[src/include/phase_limit_map.vh]
`ifndef PHASE_LIMIT_MAP_VH
`define PHASE_LIMIT_MAP_VH

// Register offsets
`define OFS_PHASE_LIMIT_FLAGS 8'h2D
`define OFS_LIMIT_THRESHOLD 8'h2E
`define OFS_FREQ_SENSED 8'h2F
`define OFS_FREQ_SELECT 8'h30

// Field layout
`define CODE_MSB 4
`define CODE_W 5
`define PHASE_COUNT 8
`define RSVD_W 3

// Reset values
`define RST_FLAGS 8'h00
`define RST_LIMIT_CODE 5'h00
`define RST_FREQ_CODE 5'h00
`define RST_READ_DATA 8'h00

// Threshold code to millivolts: base plus code times step
`define LIMIT_BASE_MV 11'h0C8
`define LIMIT_STEP_MV 11'h032

// Frequency resistor sensing reaches even codes only
`define EVEN_CODE_MASK 5'h1E

// Cycles after reset before the sensed code is trusted
`define SENSE_SETTLE_CYCLES 3'h4

`endif

[src/rtl/phase_limit_and_fsw_regs.v]
`timescale 1ns/100ps
`default_nettype none
`include "phase_limit_map.vh"

module phase_limit_and_fsw_regs (
	input wire clock, // System clock, 200 MHz
	input wire rst, // Synchronous reset, active high
	input wire ce, // Clock enable, freezes all state when low
	input wire [7:0] regAddr, // Register offset from the serial slave
	input wire regWrEn, // Write strobe, one cycle
	input wire [7:0] regWrData, // Write data
	input wire regRdEn, // Read strobe, one cycle
	output reg [7:0] regRdData, // Read data, valid the cycle after regRdEn
	input wire [4:0] limitResistorCode, // Code sensed on the limit resistor pin
	input wire [7:0] phaseLimitActive, // Per-phase limiting level, bit 0 phase 1
	input wire [4:0] freqResistorCode, // Code sensed on the frequency resistor pin
	input wire limitSelectInternal, // Selection bit: use programmed threshold
	input wire freqSelectInternal, // Selection bit: use programmed frequency code
	input wire [3:0] activePhaseCount, // Phases in use, 1 to 8
	output reg [4:0] limitThresholdCode, // Threshold code in force
	output reg [10:0] limitThresholdMv, // Threshold in force, millivolts
	output reg [4:0] freqCode, // Frequency code in force
	output reg [15:0] switchingFreqKhz, // Switching frequency, kHz
	output reg freqSensed // High once the power-on frequency code is held
);

	// Threshold code to millivolts
	function [10:0] codeToMv;
		input [4:0] code;
		begin
			codeToMv = `LIMIT_BASE_MV + `LIMIT_STEP_MV * {6'h00, code};
		end
	endfunction

	// Phase count to table column, out-of-range counts clamp
	function [2:0] phaseToIndex;
		input [3:0] count;
		begin
			if (count == 4'h0) begin
				phaseToIndex = 3'h0;
			end else if (count > 4'h8) begin
				phaseToIndex = 3'h7;
			end else begin
				phaseToIndex = count[2:0] - 3'h1;
			end
		end
	endfunction

	// Code widened to a register byte, reserved bits zero
	function [7:0] padCode;
		input [4:0] code;
		begin
			padCode = {{`RSVD_W{1'b0}}, code};
		end
	endfunction

	// Synchronised pin levels
	wire [4:0] limitPinSync; // Settled limit resistor code
	wire [7:0] phaseLimitSync; // Settled per-phase limiting levels
	wire [4:0] freqPinSync; // Settled frequency resistor code
	wire [15:0] romFreqKhz; // Table output

	// Register state
	reg [7:0] limitFlags_reg; // Per-phase limit status flags
	reg [7:0] limitFlags_next; // Next flags
	reg [7:0] phaseLimitPrev_reg; // Previous limiting levels for edge detect
	reg [4:0] limitConfig_reg; // Programmed threshold code
	reg [4:0] limitSensed_reg; // Resistor-derived threshold code
	reg [4:0] freqSensed_reg; // Power-on sensed frequency code
	reg [4:0] freqConfig_reg; // Programmed frequency code
	reg [2:0] settleCnt_reg; // Cycles since reset release
	reg [4:0] activeLimit; // Threshold code chosen
	reg [4:0] activeFreq; // Frequency code chosen
	reg [7:0] readMux; // Read data selection

	// Decoded strobes
	wire wrLimitConfig; // Write to threshold configuration
	wire wrFreqConfig; // Write to frequency configuration
	wire rdFlags; // Read of the flag register
	wire [7:0] limitEntry; // Phases entering limiting this cycle

	assign wrLimitConfig = regWrEn && (regAddr == `OFS_LIMIT_THRESHOLD);
	assign wrFreqConfig = regWrEn && (regAddr == `OFS_FREQ_SELECT);
	assign rdFlags = regRdEn && (regAddr == `OFS_PHASE_LIMIT_FLAGS);
	assign limitEntry = phaseLimitSync & ~phaseLimitPrev_reg;

	// Limit resistor pin crossing
	pin_sync #(
		.WIDTH(5)
	) u_limitSync (
		.clock(clock),
		.rst(rst),
		.ce(ce),
		.asyncIn(limitResistorCode),
		.syncOut(limitPinSync)
	);

	// Per-phase limiting crossing
	pin_sync #(
		.WIDTH(8)
	) u_phaseSync (
		.clock(clock),
		.rst(rst),
		.ce(ce),
		.asyncIn(phaseLimitActive),
		.syncOut(phaseLimitSync)
	);

	// Frequency resistor pin crossing
	pin_sync #(
		.WIDTH(5)
	) u_freqSync (
		.clock(clock),
		.rst(rst),
		.ce(ce),
		.asyncIn(freqResistorCode),
		.syncOut(freqPinSync)
	);

	// Frequency lookup by active code and phase count
	freq_table_rom u_freqRom (
		.clock(clock),
		.rst(rst),
		.ce(ce),
		.code(activeFreq),
		.phaseIndex(phaseToIndex(activePhaseCount)),
		.freqKhz(romFreqKhz)
	);

	// Flag update: entries set, read clears, set beats clear
	always @* begin
		limitFlags_next = limitFlags_reg;
		if (rdFlags) begin
			limitFlags_next = `RST_FLAGS; // Cleared by the read
		end
		limitFlags_next = limitFlags_next | limitEntry;
	end

	// Source selection for the threshold and frequency code
	always @* begin
		if (limitSelectInternal) begin
			activeLimit = limitConfig_reg;
		end else begin
			activeLimit = limitSensed_reg;
		end
		if (freqSelectInternal) begin
			activeFreq = freqConfig_reg;
		end else begin
			activeFreq = freqSensed_reg;
		end
	end

	// Read data selection, reserved bits read zero
	always @* begin
		case (regAddr)
			`OFS_PHASE_LIMIT_FLAGS: begin
				readMux = limitFlags_reg;
			end
			`OFS_LIMIT_THRESHOLD: begin
				readMux = padCode(limitConfig_reg);
			end
			`OFS_FREQ_SENSED: begin
				readMux = padCode(freqSensed_reg);
			end
			`OFS_FREQ_SELECT: begin
				readMux = padCode(freqConfig_reg);
			end
			default: begin
				readMux = `RST_READ_DATA; // Unmapped offsets read zero
			end
		endcase
	end

	// Status flags and edge history
	always @(posedge clock) begin
		if (rst) begin
			limitFlags_reg <= `RST_FLAGS;
			phaseLimitPrev_reg <= `RST_FLAGS;
		end else if (ce) begin
			limitFlags_reg <= limitFlags_next;
			phaseLimitPrev_reg <= phaseLimitSync;
		end
	end

	// Host-written configuration registers
	always @(posedge clock) begin
		if (rst) begin
			limitConfig_reg <= `RST_LIMIT_CODE;
			freqConfig_reg <= `RST_FREQ_CODE;
		end else if (ce) begin
			if (wrLimitConfig) begin
				limitConfig_reg <= regWrData[`CODE_MSB:0];
			end
			if (wrFreqConfig) begin
				freqConfig_reg <= regWrData[`CODE_MSB:0];
			end
		end
	end

	// Resistor-derived threshold tracked every cycle
	always @(posedge clock) begin
		if (rst) begin
			limitSensed_reg <= `RST_LIMIT_CODE;
		end else if (ce) begin
			limitSensed_reg <= limitPinSync;
		end
	end

	// Power-on capture of the frequency code after the crossing settles
	always @(posedge clock) begin
		if (rst) begin
			settleCnt_reg <= 3'h0;
			freqSensed_reg <= `RST_FREQ_CODE;
			freqSensed <= 1'b0;
		end else if (ce) begin
			if (settleCnt_reg != `SENSE_SETTLE_CYCLES) begin
				settleCnt_reg <= settleCnt_reg + 3'h1;
			end else if (!freqSensed) begin
				freqSensed_reg <= freqPinSync & `EVEN_CODE_MASK;
				freqSensed <= 1'b1;
			end
		end
	end

	// Outputs in force and read data
	always @(posedge clock) begin
		if (rst) begin
			limitThresholdCode <= `RST_LIMIT_CODE;
			limitThresholdMv <= `LIMIT_BASE_MV;
			freqCode <= `RST_FREQ_CODE;
			switchingFreqKhz <= 16'h0000;
			regRdData <= `RST_READ_DATA;
		end else if (ce) begin
			limitThresholdCode <= activeLimit;
			limitThresholdMv <= codeToMv(activeLimit);
			freqCode <= activeFreq;
			switchingFreqKhz <= romFreqKhz;
			if (regRdEn) begin
				regRdData <= readMux;
			end
		end
	end

endmodule // phase_limit_and_fsw_regs

`default_nettype wire

[src/rtl/pin_sync.v]
`timescale 1ns/100ps
`default_nettype none

// Three-stage synchroniser; output moves only when stages two and three agree
module pin_sync #(
	parameter WIDTH = 1
) (
	input wire clock, // System clock
	input wire rst, // Synchronous reset, active high
	input wire ce, // Clock enable, freezes state when low
	input wire [WIDTH-1:0] asyncIn, // Level from outside the clock domain
	output reg [WIDTH-1:0] syncOut // Settled, synchronised level
);

	reg [WIDTH-1:0] stage1_reg; // First stage, read by stage two only
	reg [WIDTH-1:0] stage2_reg; // Second stage
	reg [WIDTH-1:0] stage3_reg; // Third stage

	// Shift chain and agreement filter
	always @(posedge clock) begin
		if (rst) begin
			stage1_reg <= {WIDTH{1'b0}};
			stage2_reg <= {WIDTH{1'b0}};
			stage3_reg <= {WIDTH{1'b0}};
			syncOut <= {WIDTH{1'b0}};
		end else if (ce) begin
			stage1_reg <= asyncIn;
			stage2_reg <= stage1_reg;
			stage3_reg <= stage2_reg;
			if (stage2_reg == stage3_reg) begin
				syncOut <= stage3_reg;
			end
		end
	end

endmodule // pin_sync

`default_nettype wire

[src/rtl/freq_table_rom.v]
`timescale 1ns/100ps
`default_nettype none

// Frequency lookup in kHz by code and active phase count, registered output
module freq_table_rom (
	input wire clock, // System clock
	input wire rst, // Synchronous reset, active high
	input wire ce, // Clock enable
	input wire [4:0] code, // Active frequency code
	input wire [2:0] phaseIndex, // Active phase count minus one
	output reg [15:0] freqKhz // Switching frequency in kHz
);

	reg [127:0] row; // Eight entries, phase 8 in the top word

	// Row per code, phase 8 first down to phase 1
	always @* begin
		case (code)
			5'h00: row = {16'h00DD, 16'h00FD, 16'h0127, 16'h0163,
				16'h00DD, 16'h0125, 16'h00DF, 16'h00E8};
			5'h01: row = {16'h00F4, 16'h0114, 16'h014A, 16'h018F,
				16'h00F4, 16'h0149, 16'h00F3, 16'h00FC};
			5'h02: row = {16'h010A, 16'h0135, 16'h0163, 16'h01A9,
				16'h010A, 16'h0166, 16'h0108, 16'h0110};
			5'h03: row = {16'h0125, 16'h0147, 16'h0183, 16'h01CC,
				16'h0125, 16'h017D, 16'h0126, 16'h0129};
			5'h04: row = {16'h0133, 16'h015F, 16'h019C, 16'h01F5,
				16'h0133, 16'h0197, 16'h013D, 16'h0142};
			5'h05: row = {16'h014D, 16'h0180, 16'h01B9, 16'h021E,
				16'h014D, 16'h01C2, 16'h014F, 16'h0154};
			5'h06: row = {16'h015F, 16'h0199, 16'h01E0, 16'h0231,
				16'h015F, 16'h01E0, 16'h0160, 16'h0169};
			5'h07: row = {16'h0175, 16'h01AF, 16'h01F3, 16'h0267,
				16'h0175, 16'h01FE, 16'h017C, 16'h0181};
			5'h08: row = {16'h018A, 16'h01C3, 16'h0210, 16'h027F,
				16'h018A, 16'h0212, 16'h018F, 16'h019D};
			5'h09: row = {16'h01A5, 16'h01E1, 16'h022F, 16'h02A4,
				16'h01A5, 16'h0232, 16'h01A4, 16'h01B3};
			5'h0A: row = {16'h01C1, 16'h01EF, 16'h0251, 16'h02D5,
				16'h01C1, 16'h0258, 16'h01B4, 16'h01C8};
			5'h0B: row = {16'h01D5, 16'h020D, 16'h0264, 16'h02EA,
				16'h01D5, 16'h0266, 16'h01C6, 16'h01DE};
			5'h0C: row = {16'h01DF, 16'h0233, 16'h027F, 16'h02F5,
				16'h01DF, 16'h0277, 16'h01E3, 16'h01F4};
			5'h0D: row = {16'h01FD, 16'h023A, 16'h02A9, 16'h031F,
				16'h01FD, 16'h0297, 16'h01FC, 16'h01FD};
			5'h0E: row = {16'h0206, 16'h024C, 16'h02B9, 16'h033F,
				16'h0206, 16'h02B0, 16'h020E, 16'h0206};
			5'h0F: row = {16'h021F, 16'h0269, 16'h02D2, 16'h036A,
				16'h021F, 16'h02D2, 16'h021F, 16'h021C};
			5'h10: row = {16'h0245, 16'h0299, 16'h030B, 16'h03A2,
				16'h0245, 16'h0315, 16'h0247, 16'h0242};
			5'h11: row = {16'h0289, 16'h02CE, 16'h0371, 16'h0413,
				16'h0289, 16'h035B, 16'h0290, 16'h027E};
			5'h12: row = {16'h02C4, 16'h0316, 16'h03A9, 16'h0469,
				16'h02C4, 16'h03A2, 16'h02BA, 16'h02BA};
			5'h13: row = {16'h02EF, 16'h0364, 16'h03F2, 16'h04BB,
				16'h02EF, 16'h03F2, 16'h0303, 16'h02F6};
			5'h14: row = {16'h031F, 16'h0396, 16'h0431, 16'h04FE,
				16'h031F, 16'h0447, 16'h0327, 16'h0332};
			5'h15: row = {16'h0362, 16'h03EB, 16'h0470, 16'h055C,
				16'h0362, 16'h047B, 16'h035C, 16'h036E};
			5'h16: row = {16'h0397, 16'h0401, 16'h04C4, 16'h05A9,
				16'h0397, 16'h04D1, 16'h0383, 16'h03AA};
			5'h17: row = {16'h03C4, 16'h0457, 16'h0511, 16'h05FD,
				16'h03C4, 16'h04EC, 16'h03B6, 16'h03CC};
			5'h18: row = {16'h03E1, 16'h0474, 16'h053B, 16'h1A3C,
				16'h03E1, 16'h053D, 16'h03EB, 16'h03F6};
			5'h19: row = {16'h0423, 16'h04AE, 16'h059E, 16'h0697,
				16'h0423, 16'h055C, 16'h041C, 16'h042B};
			5'h1A: row = {16'h044A, 16'h04EE, 16'h05CD, 16'h06C6,
				16'h044A, 16'h05AA, 16'h0448, 16'h0452};
			5'h1B: row = {16'h0475, 16'h050F, 16'h05FD, 16'h071D,
				16'h0475, 16'h0603, 16'h0482, 16'h0483};
			5'h1C: row = {16'h04B0, 16'h053A, 16'h0633, 16'h1D6A,
				16'h04B0, 16'h0653, 16'h04B5, 16'h04B1};
			5'h1D: row = {16'h04D4, 16'h057D, 16'h0648, 16'h07A2,
				16'h04D4, 16'h0652, 16'h04CB, 16'h04DD};
			5'h1E: row = {16'h050B, 16'h05B3, 16'h06AB, 16'h07DC,
				16'h050B, 16'h068A, 16'h04FA, 16'h0500};
			default: row = {16'h0520, 16'h05D5, 16'h06BC, 16'h0830,
				16'h0520, 16'h06BC, 16'h0524, 16'h0532};
		endcase
	end

	// Registered read of the selected phase column
	always @(posedge clock) begin
		if (rst) begin
			freqKhz <= 16'h0000;
		end else if (ce) begin
			freqKhz <= row[{phaseIndex, 4'h0} +: 16];
		end
	end

endmodule // freq_table_rom

`default_nettype wire

[config.mk]
export PLATFORM = sky130hd
export DESIGN_NAME = phase_limit_and_fsw_regs
export DESIGN_NICKNAME = d
export VERILOG_FILES = /design/src/rtl/phase_limit_and_fsw_regs.v /design/src/rtl/pin_sync.v /design/src/rtl/freq_table_rom.v
export VERILOG_INCLUDE_DIRS = /design/src /design/src/include
export SDC_FILE = /design/constraint.sdc
export NUM_CORES = 1
export LEC_CHECK = 0
export ABC_CLOCK_PERIOD_IN_PS = 5100
export BUFFER_PORTS_ARGS = -buffer_cell sky130_fd_sc_hd__buf_2
export CAP_MARGIN = 20
export CORE_MARGIN = 8
export CORE_UTILIZATION = 30
export DETAILED_ROUTE_END_ITERATION = 6
export MAX_ROUTING_LAYER = met4
export PLACE_DENSITY = 0.48
export SLEW_MARGIN = 30
export SYNTH_ARGS = -nofsm -noshare
export SYNTH_HDL_FRONTEND = slang
export SYNTH_HIERARCHICAL = 1
export SYNTH_SLANG_ARGS = --single-unit
[constraint.sdc]
create_clock -name clock -period 5.1 [get_ports clock]
set_input_delay 1.53 -clock clock [delete_from_list [all_inputs] [get_ports clock]]
set_output_delay 1.53 -clock clock [all_outputs]
set_load 0.1 [all_outputs]
After elaboration in Yosys (flattened, before gate mapping):

Memories as Yosys holds them, arrays and structs flattened.
Cells that the tools add are included.

* register bits after elaboration: 172
* bits in latches: 0
* memory bits (writable): 0
* ROM bits: 2880
* bits of input ports: 45
* memories kept: 1

* add/sub/neg operators: 3
* $mul: 1
* div/mod/pow operators: 0
* order comparisons: 1
* eq/ne operators: 8
* shifts and indexed selects: 1
* muxes and demuxes: 6
* bitwise logic cells: 5
* reductions and logical operators: 13

Memory list
* (no name shown): depth 32, width 90, read ports 1, clocked after Yosys merged registers in 0, wr ports 0, line freq_table_rom.v:18 `case (code)`

Operators with widths (number)
* 128-bit by 8-bit variable part select with 16-bit output: 1
* 8-bit by 6-bit == test with 1-bit output (second input constant): 4
* 8-bit one-hot mux with 4 select lines: 1
* 2-bit AND reduction: 8
* 8-bit by 11-bit adder with 11-bit output (first input constant): 1
* 5-bit == test: 2
* 5-bit by 5-bit multiplier with 10-bit output (first input constant): 1
* 5-bit two-way mux: 2
* 8-bit bitwise AND: 1
* 8-bit == test: 1
* 8-bit two-way mux: 1
* 8-bit NOT: 1
* 8-bit OR: 1
* 3-bit two-way mux: 2
* 4-bit > comparator (second input constant): 1
* 4-bit zero test: 1
* 3-bit by 1-bit adder with 3-bit output (second input constant): 1
* 1-bit logical AND: 3
* 3-bit inequality test (second input constant): 1
* 3-bit AND reduction: 1
* 3-bit by 1-bit subtractor with 3-bit output (second input constant): 1
* 1-bit NOT: 2

Depth between registers and ports, before layout:

* depth in word-level cells: 4
* gate-level depth with buffers: 12
* gate-level depth less buffers: 10

By module:

Netlist, hierarchy kept.

Modules (own cells, without submodules)
* freq_table_rom: instances 1, cells each 584, area each 3952.5 µm², seq. area each 260.2 µm²
* phase_limit_and_fsw_regs: instances 1, cells each 391, area each 3812.4 µm², seq. area each 1621.6 µm²
* pin_sync at u_freqSync ...: instances 2, cells each 77, area each 805.8 µm², seq. area each 400.4 µm²
* pin_sync at u_phaseSync: instances 1, cells each 123, area each 1285.0 µm², seq. area each 640.6 µm²

Least setup slack after synthesis:

Ideal clock, no wire load.

* path type: input-to-reg
* start point: input port limitSelectInternal
* end point: register limitThresholdMv[10]
* arrival time: 4067 ps
* slack: 915 ps
* stages on the path: 10
* buffers on the path: 0
* path through: mux2_2 ha_1 ha_1 ha_1 fa_1 xor2_1 a311oi_2 nor3_1 a211o_1 o2111a_1

* word-level cells in the longest chain between the ends: 3

Ends and longest elaborated chain
* start: declaration: line phase_limit_and_fsw_regs.v:17 `input wire limitSelectInternal,`
* 5-bit two-way mux: line phase_limit_and_fsw_regs.v:141 `if (limitSelectInternal) begin`
* 5-bit by 5-bit multiplier with 10-bit output (no source line)
* 8-bit by 11-bit adder with 11-bit output (no source line)
* end signal: assignment: line phase_limit_and_fsw_regs.v:229 `` limitThresholdMv <= `LIMIT_BASE_MV; ``
* end signal: assignment: line phase_limit_and_fsw_regs.v:235 `limitThresholdMv <= codeToMv(activeLimit);`
* end: declaration: line phase_limit_and_fsw_regs.v:21 `output reg [10:0] limitThresholdMv,`

No other way between the ends.
A chain may end at the register's enable or synchronous reset.

Worst setup path in the final report:

* start point: input port limitSelectInternal
* end point: register limitThresholdMv[10]

* word-level cells in the longest chain between the ends: 3

Ends and longest elaborated chain
* 5-bit two-way mux: line phase_limit_and_fsw_regs.v:141
* net activeLimit[4]: line phase_limit_and_fsw_regs.v:72 `reg [4:0] activeLimit;`
* 5-bit by 5-bit multiplier with 10-bit output (no source line)
* 8-bit by 11-bit adder with 11-bit output (no source line)

The timed path passes the listed nets, and every way through them passes these cells.

==> run metrics <==
clock share of power=43.4%; post_cts resized=0; Hold WC Path Type=flop to flop; WP data required=5.43 ns; Die Wd=204 µm; final hold vios=0; post-CTS setup buffers=0; initial antenna violation count=3; DRT Wirelength=~38 mm; Peak VDD IR=roughly 0.22 mV; GR Overflow Total=0; P&R area growth vs syn=13.2%; total track usage=about 18%; Fmax=between 200 and 250 MHz; CTS clk-pin slew, worst paths=0.07 ns; fin. max-slew vios=0; kind of start point of the critical path=input pin; placed insts=approximately 1700; CTS tree=built; drt drc=0; via count=approximately 9700; GPL Wtd Cong=roughly 1; Final period util=about four fifths; Power per Cell Area=between 200 and 250 nW/µm²; first drt pass iteration count=5; layout cells sized above 1=17.0%; # H-tree levels=4; Layout Utilization=34.1%; Die Y=just over 200 µm; Core Rows=69; Critical Path End Type=flop; Top Registers=switchingFreqKhz: 16 flops, u_freqRom/freqKhz: 13 flops; vias in the first global route=about 9000; Post-DRT Antenna Nets=0; Flop pwr share=approximately 46%; Cell Int Power=between 0.002 and 0.0025 W; synthesized area per cell=around 8.5 µm²; initial core utilization=a little under a third; final-stage net count=1389; critical path arrival=around 4.4 ns; Post-Syn Instances=~1200; Clock Tree Root=clkbuf_16; largest net degree at the start of global routing=76; first-pass GRT wire length=57.6 mm; final worst slack=between 0.9 and 1 ns; PortBufs=between 80 and 90; RSZ-0062 raised after global routing=false; CTS Buf Count=17; Clock Skew=0.00983 ns; DR vias/cell=5.43; cts-stage hold buffer count=0; pre-CTS WS=around 0.55 ns; Fin Hold WS=around 0.45 ns; Clock Sinks=165; Leakage=about 4.9 nW; Worst slew margin=32.5%; Comb pwr share=11.1%; area of the mapped netlist=about 11000 µm²; Setup TNS=0 ns; die area=roughly 42000 µm²; clock latency on the worst-skew pair=0.44 ns; clock buffer depth=2; Setup CP Type=input pin to flop; Most flops, register=switchingFreqKhz; fin cells=approximately 1800; synth warn=6; Net Sw Frac=29.4%; wire length per cell=21.0 µm; DRT iter0 DRCs=~940; post-layout min period=between 4 and 5 ns; Core Footprint=35200 µm²; status=complete, no violations; Worst Tran Pin Value=a little over 1 ns; number of flip-flops in the largest register=16; hpwl dp=between 20 and 30 mm; MaxCap Viol Count=0; CP max FO=5; num ports=between 90 and 100; net load switching power=0.000870 W; Final Setup Violations=0
## worst paths after layout
check / from / end / slack (ns) / cells after the start
hold reg to reg: limitThresholdCode[2] / limitThresholdCode[2] / 0.45 / 1
setup / recovery: limitSelectInternal / limitThresholdMv[10] / 1.0 / 11
setup reg to reg: freqConfig_reg[0] / u_freqRom/freqKhz[1] / 1.98 / 10
hold / removal: limitThresholdCode[2] / limitThresholdCode[2] / 0.45 / 1
## power by group through the flow
stage / clock [W] / sequential (W) / combinational (W)
after floorplan: 0 / 0.00142 / 0.000191
after global placement: 0 / 0.00137 / 0.000329
after detailed placement: 0 / 0.00137 / 0.000329
after CTS: 0.00133 / 0.00134 / 0.000330
after global routing: 0.00138 / 0.00135 / 0.000351
final: 0.00128 / 0.00134 / 0.000329
## critical path, stage by stage
cell	delay (ns)
buf_2	0.17
mux2_2	0.42
ha_1	0.29
ha_1	0.27
ha_1	0.23
fa_1	0.48
xor2_1	0.22
a311oi_2	0.31
nor3_1	0.10
a211o_1	0.30
o2111a_1	0.12
## placed cells by master, fill, tap and decap left out, types with 8 or more instances in the layout
cell type  count
nor2_1       166
dfxtp_1      165
mux2i_1      134
a21oi_1       84
buf_2         84
nand2_1       69
nand2b_1      58
buf_4         58
o21ai_0       43
ha_1          37
nand3_1       30
inv_1         25
nor2b_1       19
xnor2_1       18
o211ai_1      17
clkbuf_16     17
nor3_1        16
a31oi_1       16
a211oi_1      15
o21ai_1       12
xor2_1        10
o311ai_0       8
## stage by stage
stage	total power, W	instance area (µm²)
after global placement	0.00170	11400
after floorplan	0.00161	10600
final	0.00295	12000
after detailed placement	0.00170	11400
after global routing	0.00307	12000
after CTS	0.00300	12000
## layer usage
layer	vias up	part of all wire (%)	GRT usage (%)
li1	4607	-	-
met1	4573	45	23.8
met2	414	44	27.2
met3	86	7.0	3.57
met4	0	4.0	7.51
met5	-	0	-
## area by class of cell
type | instances | area, µm²
Antenna cell | 3 | 7.51
Clock buffer | 17 | 425
Clock inverter | 15 | 161
Fill cell | 3732 | 23200
Inverter | 28 | 105
Multi-Input combinational cell | 949 | 6540
Sequential cell | 165 | 3300
Tap cell | 461 | 577
Timing Repair Buffer | 145 | 907
No activity file was read; power rests on OpenSTA's default activity.
